<file path="src/hw/mdpt_map.vh">
`ifndef MDPT_MAP_VH
`define MDPT_MAP_VH
// =====================================================================
// Timing at 25 MHz reference clock (40 ns period)
`define MDPT_TICK_W 15
// Last count of the 2500-cycle current period (100 us)
`define MDPT_CUR_LAST 15'h09c3
// Last step of the divide-by-ten speed period (1 ms)
`define MDPT_SPD_DIV_LAST 4'h9
// Phase and gate counts
`define MDPT_N_PH 3
`define MDPT_N_GATE 6
// =====================================================================
// Speed limits, rpm (unsigned magnitude, 12 bits)
`define MDPT_SPD_W 12
`define MDPT_SPD_CMD_MAX 12'h4e5
`define MDPT_SPD_OPEN_MAX 12'h177
`define MDPT_SPD_TRIP 12'h9ca
// =====================================================================
// Bus voltage in volts, current magnitude in 10 mA units
`define MDPT_VBUS_W 10
`define MDPT_VBUS_OV 10'h0a0
`define MDPT_VBUS_UV 10'h06e
`define MDPT_CUR_W 10
`define MDPT_CUR_SW_TRIP 10'h0c8
`define MDPT_CUR_HW_TRIP 10'h168
// =====================================================================
// Fault status bit positions
`define MDPT_FLT_W 7
`define MDPT_FLT_OV 0
`define MDPT_FLT_UV 1
`define MDPT_FLT_SPD 2
`define MDPT_FLT_SWOC 3
`define MDPT_FLT_HWOC 4
`define MDPT_FLT_PIN 5
`define MDPT_FLT_IPD 6
`endif

</file>
<file path="src/hw/mdpt_protect.v">
`timescale 1ns/1ps
`include "mdpt_map.vh"
module mdpt_protect (
  input wire i_ref_clk,
  input wire i_resetn,
  input wire [5:0] i_gate_cmd,
  input wire [`MDPT_SPD_W-1:0] i_speed_cmd,
  input wire i_speed_cmd_ccw,
  input wire [`MDPT_SPD_W-1:0] i_speed_est,
  input wire [`MDPT_VBUS_W-1:0] i_vbus,
  input wire [`MDPT_CUR_W-1:0] i_cur_u,
  input wire [`MDPT_CUR_W-1:0] i_cur_v,
  input wire [`MDPT_CUR_W-1:0] i_cur_w,
  input wire i_meas_valid,
  input wire i_three_shunt,
  input wire i_overcurrent_comparator_out,
  input wire i_external_overcurrent_irq,
  input wire i_position_detect_active,
  input wire i_position_detect_timer_ovf,
  input wire i_fault_clear,
  output reg [5:0] o_gate,
  output reg o_cur_tick,
  output reg o_spd_tick,
  output reg [`MDPT_SPD_W-1:0] o_speed_ref,
  output reg o_speed_ref_ccw,
  output reg o_open_loop,
  output reg o_fault,
  output reg [`MDPT_FLT_W-1:0] o_fault_cause
);

  // =====================================================================
  // Loop cadence
  localparam [`MDPT_TICK_W-1:0] CUR_LAST = `MDPT_CUR_LAST;
  localparam [3:0] SPD_DIV_LAST = `MDPT_SPD_DIV_LAST;

  // Counter state and next values
  reg [`MDPT_TICK_W-1:0] cur_cnt_reg;
  reg [`MDPT_TICK_W-1:0] cur_cnt_next;
  reg [3:0] spd_div_reg;
  reg [3:0] spd_div_next;
  reg cur_tick_next;
  reg spd_tick_next;

  // Current loop counter wraps after the last cycle of its period
  always @*
  begin
    cur_cnt_next = cur_cnt_reg + 1'b1;
    cur_tick_next = 1'b0;
    if (cur_cnt_reg == CUR_LAST)
    begin
      cur_cnt_next = {`MDPT_TICK_W{1'b0}};
      cur_tick_next = 1'b1;
    end
  end

  // Speed divider steps once per current tick and fires on the tenth
  always @*
  begin
    spd_div_next = spd_div_reg;
    spd_tick_next = 1'b0;
    if (cur_tick_next)
    begin
      if (spd_div_reg == SPD_DIV_LAST)
      begin
        spd_div_next = 4'h0;
        spd_tick_next = 1'b1;
      end
      else
      begin
        spd_div_next = spd_div_reg + 1'b1;
      end
    end
  end

  // Current loop counter register
  always @(posedge i_ref_clk or negedge i_resetn)
  begin
    if (!i_resetn)
      cur_cnt_reg <= {`MDPT_TICK_W{1'b0}};
    else
      cur_cnt_reg <= cur_cnt_next;
  end

  // Speed divider register
  always @(posedge i_ref_clk or negedge i_resetn)
  begin
    if (!i_resetn)
      spd_div_reg <= 4'h0;
    else
      spd_div_reg <= spd_div_next;
  end

  // Current loop tick, one cycle wide
  always @(posedge i_ref_clk or negedge i_resetn)
  begin
    if (!i_resetn)
      o_cur_tick <= 1'b0;
    else
      o_cur_tick <= cur_tick_next;
  end

  // Speed loop tick, one cycle wide, lands with every tenth current tick
  always @(posedge i_ref_clk or negedge i_resetn)
  begin
    if (!i_resetn)
      o_spd_tick <= 1'b0;
    else
      o_spd_tick <= spd_tick_next;
  end

  // =====================================================================
  // Speed reference, taken on the speed tick
  // Next values for the reference and the drive mode
  reg [`MDPT_SPD_W-1:0] speed_ref_next;
  reg open_loop_next;

  // Command magnitude clamped to the supported range
  always @*
  begin
    if (i_speed_cmd > `MDPT_SPD_CMD_MAX)
      speed_ref_next = `MDPT_SPD_CMD_MAX;
    else
      speed_ref_next = i_speed_cmd;
  end

  // Speed reference magnitude register
  always @(posedge i_ref_clk or negedge i_resetn)
  begin
    if (!i_resetn)
      o_speed_ref <= {`MDPT_SPD_W{1'b0}};
    else if (spd_tick_next)
      o_speed_ref <= speed_ref_next;
  end

  // Direction, taken together with the magnitude
  always @(posedge i_ref_clk or negedge i_resetn)
  begin
    if (!i_resetn)
      o_speed_ref_ccw <= 1'b0;
    else if (spd_tick_next)
      o_speed_ref_ccw <= i_speed_cmd_ccw;
  end

  // =====================================================================
  // Drive mode
  // Open loop while the estimate sits at or below the handover speed
  always @*
  begin
    open_loop_next = (i_speed_est <= `MDPT_SPD_OPEN_MAX);
  end

  // Mode register; open loop out of reset, before any estimate exists
  always @(posedge i_ref_clk or negedge i_resetn)
  begin
    if (!i_resetn)
      o_open_loop <= 1'b1;
    else if (spd_tick_next)
      o_open_loop <= open_loop_next;
  end

  // =====================================================================
  // Per-phase overcurrent compare
  // Packed currents and per-phase results
  wire [`MDPT_N_PH*`MDPT_CUR_W-1:0] cur_all;
  wire [`MDPT_N_PH-1:0] sw_oc;
  wire [`MDPT_N_PH-1:0] hw_oc;

  // Phase currents packed as u, v, w from low to high
  assign cur_all = {i_cur_w, i_cur_v, i_cur_u};

  // One pair of magnitude compares per phase
  genvar ph;
  generate
    for (ph = 0; ph < `MDPT_N_PH; ph = ph + 1)
    begin : g_phase
      wire [`MDPT_CUR_W-1:0] cur_ph;
      assign cur_ph = cur_all[ph*`MDPT_CUR_W +: `MDPT_CUR_W];
      assign sw_oc[ph] = (cur_ph > `MDPT_CUR_SW_TRIP);
      assign hw_oc[ph] = (cur_ph > `MDPT_CUR_HW_TRIP);
    end
  endgenerate

  // =====================================================================
  // Sampled trips, live only while the measurements are valid
  // One flag per sampled check
  wire meas_ov;
  wire meas_uv;
  wire meas_spd;
  wire meas_swoc;
  wire meas_hwoc;

  // Bus voltage above the upper limit
  assign meas_ov = i_meas_valid & (i_vbus > `MDPT_VBUS_OV);

  // Bus voltage below the lower limit
  assign meas_uv = i_meas_valid & (i_vbus < `MDPT_VBUS_UV);

  // Estimated speed beyond the trip speed
  assign meas_spd = i_meas_valid & (i_speed_est > `MDPT_SPD_TRIP);

  // Any phase over the firmware current limit
  assign meas_swoc = i_meas_valid & (|sw_oc);

  // Any phase over the forced cut-off limit; the lower bit sets as well
  assign meas_hwoc = i_meas_valid & (|hw_oc);

  // =====================================================================
  // Pin and timer trips, live regardless of the measurements
  // One flag per live source
  wire pin_trip;
  wire ipd_trip;

  // Low level selects single-shunt, so the comparator is the default source
  assign pin_trip = i_three_shunt ? i_external_overcurrent_irq
                                  : i_overcurrent_comparator_out;

  // Timer overflow only counts while position detection runs
  assign ipd_trip = i_position_detect_active & i_position_detect_timer_ovf;

  // =====================================================================
  // Trip vector in fault cause order
  // All trips seen this cycle
  wire [`MDPT_FLT_W-1:0] trip_now;

  // One bit per cause
  assign trip_now[`MDPT_FLT_OV] = meas_ov;
  assign trip_now[`MDPT_FLT_UV] = meas_uv;
  assign trip_now[`MDPT_FLT_SPD] = meas_spd;
  assign trip_now[`MDPT_FLT_SWOC] = meas_swoc;
  assign trip_now[`MDPT_FLT_HWOC] = meas_hwoc;
  assign trip_now[`MDPT_FLT_PIN] = pin_trip;
  assign trip_now[`MDPT_FLT_IPD] = ipd_trip;

  // =====================================================================
  // Sticky fault causes
  // Next value of every cause bit
  wire [`MDPT_FLT_W-1:0] cause_next;

  // A cause sets on its trip; a clear drops it only while its trip is idle
  genvar fb;
  generate
    for (fb = 0; fb < `MDPT_FLT_W; fb = fb + 1)
    begin : g_cause
      assign cause_next[fb] = trip_now[fb] | (o_fault_cause[fb] & ~i_fault_clear);
    end
  endgenerate

  // Cause register
  always @(posedge i_ref_clk or negedge i_resetn)
  begin
    if (!i_resetn)
      o_fault_cause <= {`MDPT_FLT_W{1'b0}};
    else
      o_fault_cause <= cause_next;
  end

  // Summary flag follows the next cause value, so it rises with the trip
  always @(posedge i_ref_clk or negedge i_resetn)
  begin
    if (!i_resetn)
      o_fault <= 1'b0;
    else
      o_fault <= |cause_next;
  end

  // =====================================================================
  // Gate outputs
  // Per-gate next values and the common block
  wire [`MDPT_N_GATE-1:0] gate_next;
  wire gate_block;

  // Any set or arriving cause blocks every gate together
  assign gate_block = |cause_next;

  // Each gate passes the firmware demand unless blocked
  genvar gt;
  generate
    for (gt = 0; gt < `MDPT_N_GATE; gt = gt + 1)
    begin : g_gate
      assign gate_next[gt] = i_gate_cmd[gt] & ~gate_block;
    end
  endgenerate

  // Gate register; all gates low in reset
  always @(posedge i_ref_clk or negedge i_resetn)
  begin
    if (!i_resetn)
      o_gate <= {`MDPT_N_GATE{1'b0}};
    else
      o_gate <= gate_next;
  end

endmodule // mdpt_protect

</file>
<file path="config.mk">
export PLATFORM = sky130hd
export DESIGN_NAME = mdpt_protect
export DESIGN_NICKNAME = d
export VERILOG_FILES = /design/src/hw/mdpt_protect.v
export VERILOG_INCLUDE_DIRS = /design/src /design/src/hw
export SDC_FILE = /design/constraint.sdc
export NUM_CORES = 1
export LEC_CHECK = 0
export BUFFER_PORTS_ARGS = -buffer_cell sky130_fd_sc_hd__buf_2
export CORE_UTILIZATION = 46
export DETAILED_ROUTE_END_ITERATION = 12
export GPL_TIMING_DRIVEN = 0
export PLACE_DENSITY = 0.79
export SYNTH_ARGS = -nofsm -noshare
export SYNTH_HDL_FRONTEND = slang
export SYNTH_SLANG_ARGS = --single-unit
</file>
<file path="constraint.sdc">
create_clock -name i_ref_clk -period 1.95 [get_ports i_ref_clk]
set_input_delay 0.39 -clock i_ref_clk [delete_from_list [all_inputs] [get_ports i_ref_clk]]
set_output_delay 0.39 -clock i_ref_clk [all_outputs]
set_load 0.02 [all_outputs]
</file>
==> results of run 1 <==
[stage by stage]
stage          TNS, ns  hold slack [ns]  cells
4_1_cts              0            0.281    401
2_1_floorplan        0           0.0944    217
6_report             0            0.271    408
3_5_place_dp     -1.21            0.453    393
3_3_place_gp    -0.601            0.446    393
5_1_grt         -0.113            0.304    408
[where the power goes]
part           switching (mW)  total [mW]  leakage [nW]  internal, mW
registers             0.00881        1.04         0.629          1.03
clock network           0.293       0.575        0.0443         0.281
logic                   0.139       0.254         0.908         0.115
[worst max-delay path: cells and delay by family (launching register included)]
family	cells	cell delay (ns)
flops	1	0.40
buf+inv	1	0.18
simple gates	4	0.80
compound gates	1	0.18
fa+ha+maj	1	0.18
[worst min-delay path by stage]
stage / slack, ns / from / depth (start not counted) / to
final: 0.27 / i_resetn / 1 / o_speed_ref[4]$_DFFE_PN0P_
after global routing: 0.30 / i_speed_cmd_ccw / 3 / o_speed_ref_ccw$_DFFE_PN0P_
after detailed placement: 0.45 / o_open_loop$_DFFE_PN1P_ / 2 / o_open_loop$_DFFE_PN1P_
after global placement: 0.45 / o_speed_ref[10]$_DFFE_PN0P_ / 2 / o_speed_ref[10]$_DFFE_PN0P_
after CTS: 0.28 / i_speed_cmd_ccw / 3 / o_speed_ref_ccw$_DFFE_PN0P_
after floorplan: 0.09 / i_resetn / 0 / cur_cnt_reg[0]$_DFF_PN0_
[routing by layer]
layer	routed length, um	track usage, %	up-vias
met3	331	6.77	8
met4	78	8.93	0
met1	2220	25.4	1001
met5	0	0	-
met2	2580	33.7	92
li1	-	-	1030
[final cells by class]
class	instances	area share (%)
Buffer	2	0.596
Timing Repair Buffer	117	19.2
Multi-Input combinational cell	154	34.4
Sequential cell	49	39.0
Inverter	12	1.43
Tap cell	67	2.66
Clock buffer	7	2.74
[cells in the final DEF, fill, tap and decap left out, types with 6 or more instances in the layout]
cell type and count:
buf_2 109, dfrtp_1 47, nor2_1 20, nand2_1 18, nand3_1 17, inv_1 10
buf_4 9, o211ai_1 8, xor2_1 8, xnor2_1 7, o21ai_0 6, a22o_1 6
clkbuf_8 6
[what timing repair did]
| action | in CTS | in global routing |
|---|---|---|
| buffers inserted | 1 | 7 |
| pin swaps | 2 | 7 |
| resized for setup | 4 | 7 |
| setup endpoints to repair | 12 | 19 |
[kinds of logic after synthesis]
group           Yosys count  synth area share [%]
compound gates           45                  15.5
xor+xnor                 15                  5.66
fa+ha+maj                 1                 0.539
buf+inv                  14                  2.37
flops                    49                  52.9
mux                       2                 0.916
simple gates             91                  22.2
==> flow_summary.yaml, run 1 <==
outcome:
  status: "finished, final reports clean"
placed_design:
  dp_slack_ns: -0.147
  io_buffers: 109
  gp_congestion: 0.765
  placed_area_mm2: 0.00295
  dp_hpwl_um: 4060
cts:
  root_buffer: "clkbuf_8"
  clock_path_buffers: 2
  clk_latency_ns: 0.29
  cts_sinks: 49
  cts_tree: "done"
  cts_buffers: 5
  htreeDepth: 2
  hold_buffers: 0
  path_clk_slew_ns: 0.08
worst_setup_path:
  worstSetupEndpointType: "flop"
  r2r_start: "cur_cnt_reg[0]$_DFF_PN0_"
  worstSetupStartpointType: "flop"
  r2r_cells: 7
  cp_slowest_stage_delay_ns: 0.40
  path_class: "flop to flop"
  reg2reg_slack_ns: 0.15
  slowest_stage: "dfrtp_1"
  critPathRequiredTime_ns: 2.18
  reg2reg_to: "o_speed_ref[4]$_DFFE_PN0P_"
  crit_end: "o_speed_ref[4]$_DFFE_PN0P_"
  crit_chain: "ha_4 > nor4b_4 > and4_1 > nand4b_1 > buf_6 > nor3b_4 > a22o_1"
  critPathArrivalTime_ns: 2.02
  worst-path-max-fanout: 8
  cp-startpoint: "cur_cnt_reg[0]$_DFF_PN0_"
synthesis:
  synth_cells: 217
  ys_top_cells_by_count: "dfrtp_1 (48), nor2_1 (20), nand2_1 (18)"
  yosys_warnings: 0
  synthArstFlopShare_pct: 100
  synth_edf_count: 0
  netlist_area_mm2: 0.00232
  synth.area.top_cells: "dfrtp_1 (52%), nand3_1 (3.7%), nor2_1 (3.2%)"
  ys.flop_type: "dfrtp_1"
  ys_types: 51
  synth.most_common_cell: "dfrtp_1"
  synth-seq-cells: 49
  yosys.area.top_type: "dfrtp_1"
  syn_avg_cell_area_um2: 10.7
  synth_nets: 298
  yosysTopAreaCellShare_pct: 51.7
  synth_seq_area_share_pct: 52.9
routing:
  wire_per_inst_um: 12.8
  ant_nets: 0
  routed_wl_um: 5220
  drt-initial-drc-count: 85
  drc: 0
  firstDrtPassIters: 4
  vias_per_cell: 5.22
  routed-via-count: 2131
global_route:
  grtUsageTotal_pct: 20.8
  antenna_found_initial: 0
  grt_pass1_vias: 1960
  gr-total-overflow: 0
  grt_max_degree: 50
  grt_pass1_wl_um: 8540
layout:
  largest_register_ff_count: 15
  drive_above_1_share_pct: 41.1
  nets: 422
  syn_to_final_growth_pct: 35.7
  nFillCells: 413
  final_area_mm2: 0.00315
  seq_area_mm2: 0.00123
  final_util_pct: 65.8
  multi_input_area_mm2: 0.00108
  insertedDiodeCount: 0
sta:
  relSlewSlack_pct: 31.7
  min_period_over_period_pct: 92.1
  fmax_mhz: 557
  fin_crit_ns: 1.80
  setup_viol: 0
  rsz0062_at_grt: "yes"
  slew_violations: 0
  hold_viol: 0
  clock_skew_ns: 0.00669
  tightest_slew_ns: 1.02
  setup_slack_ns: 0.154
floorplan:
  ios: 110
  die_y_um: 73.1
  start_util_pct: 48.5
  dieArea_mm2: 0.00534
  coreArea_mm2: 0.00479
  num_rows: 25
  dieWidth_um: 73.1
power:
  p_leak_nw: 1.58
  p_total_mw: 1.87
  power.density_mw_per_mm2: 594
  peakVddDrop_mv: 0.399
run:
  cap_violations: 0
min_path:
  hp-class: "input pin to async pin"
(Power assumes the default switching activity.)
==> inputs of run 2 (changes only) <==
CORE_ASPECT_RATIO = 1.25   (was default)
clock period = 1.9 ns   (was 1.95 ns; I/O delays follow)
==> run 2 against run 1 <==
- hold slack lost 0.029 ns
- non-clock buffer count is the same
- highest routed layer unchanged
- clock skew is 0.0043 ns higher
- critical path depth fell by 1
==> flow_summary.yaml, run 2 (synthesis gave the netlist of run 1 again) <==
sta:
  fmax_mhz: 547
  min_period_over_period_pct: 96.2
  hold_viol: 0
  clock_skew_ns: 0.0110
  fin_crit_ns: 1.83
  tightest_slew_ns: 1.03
  setup_viol: 0
  slew_violations: 0
  relSlewSlack_pct: 31.2
placed_design:
  dp_cells: 386
  io_buffers: 109
  gp_congestion: 0.817
  dp_hpwl_um: 4020
routing:
  drt-initial-drc-count: 123
  routed-via-count: 2109
  vias_per_cell: 5.25
  drc: 0
  wire_per_inst_um: 13.0
  firstDrtPassIters: 4
  ant_nets: 0
  routed_wl_um: 5210
layout:
  syn_to_final_growth_pct: 35.0
  final_util_pct: 65.3
  nFillCells: 386
  final_cell_mix: "buf_2 (109), dfrtp_1 (46), nor2_1 (20)"
  drive_above_1_share_pct: 41.5
  instances_no_fill: 402
  final_common_cell: "buf_2"
  nets: 422
  insertedDiodeCount: 0
  largest_register_ff_count: 15
cts:
  clk_latency_ns: 0.31
  cts_tree: "done"
  clock_path_buffers: 2
  cts_buffers: 5
  htreeDepth: 2
  cts_sinks: 49
  hold_buffers: 0
  path_clk_slew_ns: 0.10
  root_buffer: "clkbuf_8"
power:
  p_leak_nw: 1.58
  peakVddDrop_mv: 0.405
  power.density_mw_per_mm2: 619
global_route:
  grt_max_degree: 50
  grt.met3_usage_pct: 5.14
  grt_util_met2_pct: 35.4
  gr-total-overflow: 0
  grt_pass1_vias: 1998
  busiest_layer: "met2"
  grt_pass1_wl_um: 8450
  use_met1_pct: 23.8
  grtUsageTotal_pct: 20.8
  antenna_found_initial: 0
floorplan:
  die_y_um: 81.4
  num_rows: 28
  dieWidth_um: 65.6
  coreArea_mm2: 0.00480
  start_util_pct: 48.4
  dieArea_mm2: 0.00534
  ios: 110
worst_setup_path:
  r2r_start: "cur_cnt_reg[1]$_DFF_PN0_"
  reg2reg_to: "spd_div_reg[1]$_DFFE_PN0P_"
  worstSetupEndpointType: "flop"
  worst-path-max-fanout: 10
  r2r_cells: 6
  path_class: "flop to flop"
  reg2reg_slack_ns: 0.07
  worstSetupStartpointType: "flop"
  critPathArrivalTime_ns: 2.03
  critPathRequiredTime_ns: 2.10
outcome:
  status: "finished, final reports clean"
run:
  cap_violations: 0
min_path:
  hp-class: "input pin to async pin"
## run 2: layout make-up
type                            count  area (um2)  area share (%)
Inverter                           12        45.0            1.44
Buffer                              2        18.8           0.599
Sequential cell                    49        1230            39.2
Clock inverter                      3        21.3           0.678
Clock buffer                        5        68.8            2.19
Timing Repair Buffer              117         606            19.3
Multi-Input combinational cell    154        1070            34.2
Tap cell                           60        75.1            2.39
## run 2: stage by stage
step                hold slack [ns]  setup TNS (ns)  power, mW  area (um2)  setup WS [ns]
global placement              0.442          -0.808       1.35        2940         -0.168
finish                        0.242               0       1.94        3140         0.0720
global route                  0.255          -0.146       2.04        3140        -0.0396
CTS                           0.249               0       1.97        3080         0.0140
floorplan                    0.0844               0       1.20        2320          0.105
detailed placement            0.442           -1.33       1.35        2940         -0.210
## run 2: where the power goes
group	total, mW	switching (mW)	internal [mW]
clock network	0.610	0.348	0.261
registers	1.07	0.00885	1.06
logic	0.262	0.144	0.118
## run 2: worst max path at each step
stage,start,endpoint,slack (ns),cells after the start
2_1_floorplan,i_cur_v[0],o_fault$_DFF_PN0_,0.11,5
3_3_place_gp,i_cur_u[0],o_fault$_DFF_PN0_,-0.17,6
3_5_place_dp,i_cur_u[0],o_fault$_DFF_PN0_,-0.21,6
4_1_cts,cur_cnt_reg[1]$_DFF_PN0_,spd_div_reg[1]$_DFFE_PN0P_,0.01,6
5_1_grt,cur_cnt_reg[1]$_DFF_PN0_,o_speed_ref[8]$_DFFE_PN0P_,-0.04,7
6_report,cur_cnt_reg[1]$_DFF_PN0_,spd_div_reg[1]$_DFFE_PN0P_,0.07,6
## run 2: metal layers
| layer | part of all wire (%) | vias up |
|---|---|---|
| met5 | 0 | - |
| met4 | 2.4 | 0 |
| met3 | 4.6 | 12 |
| met2 | 54 | 55 |
| met1 | 39 | 1013 |
| li1 | - | 1029 |
## run 2: critical path: stages, from the launching register on
cell and delay [ns]:
dfrtp_1 0.41, ha_4 0.15, nor4b_2 0.18, and4_1 0.26, buf_4 0.19, and2_1 0.20, mux2_1 0.34
## run 2: what timing repair did
action	CTS	global route
setup endpoints to repair	12	16
resized for setup	4	6
buffers inserted	5	3
pin swaps	2	6
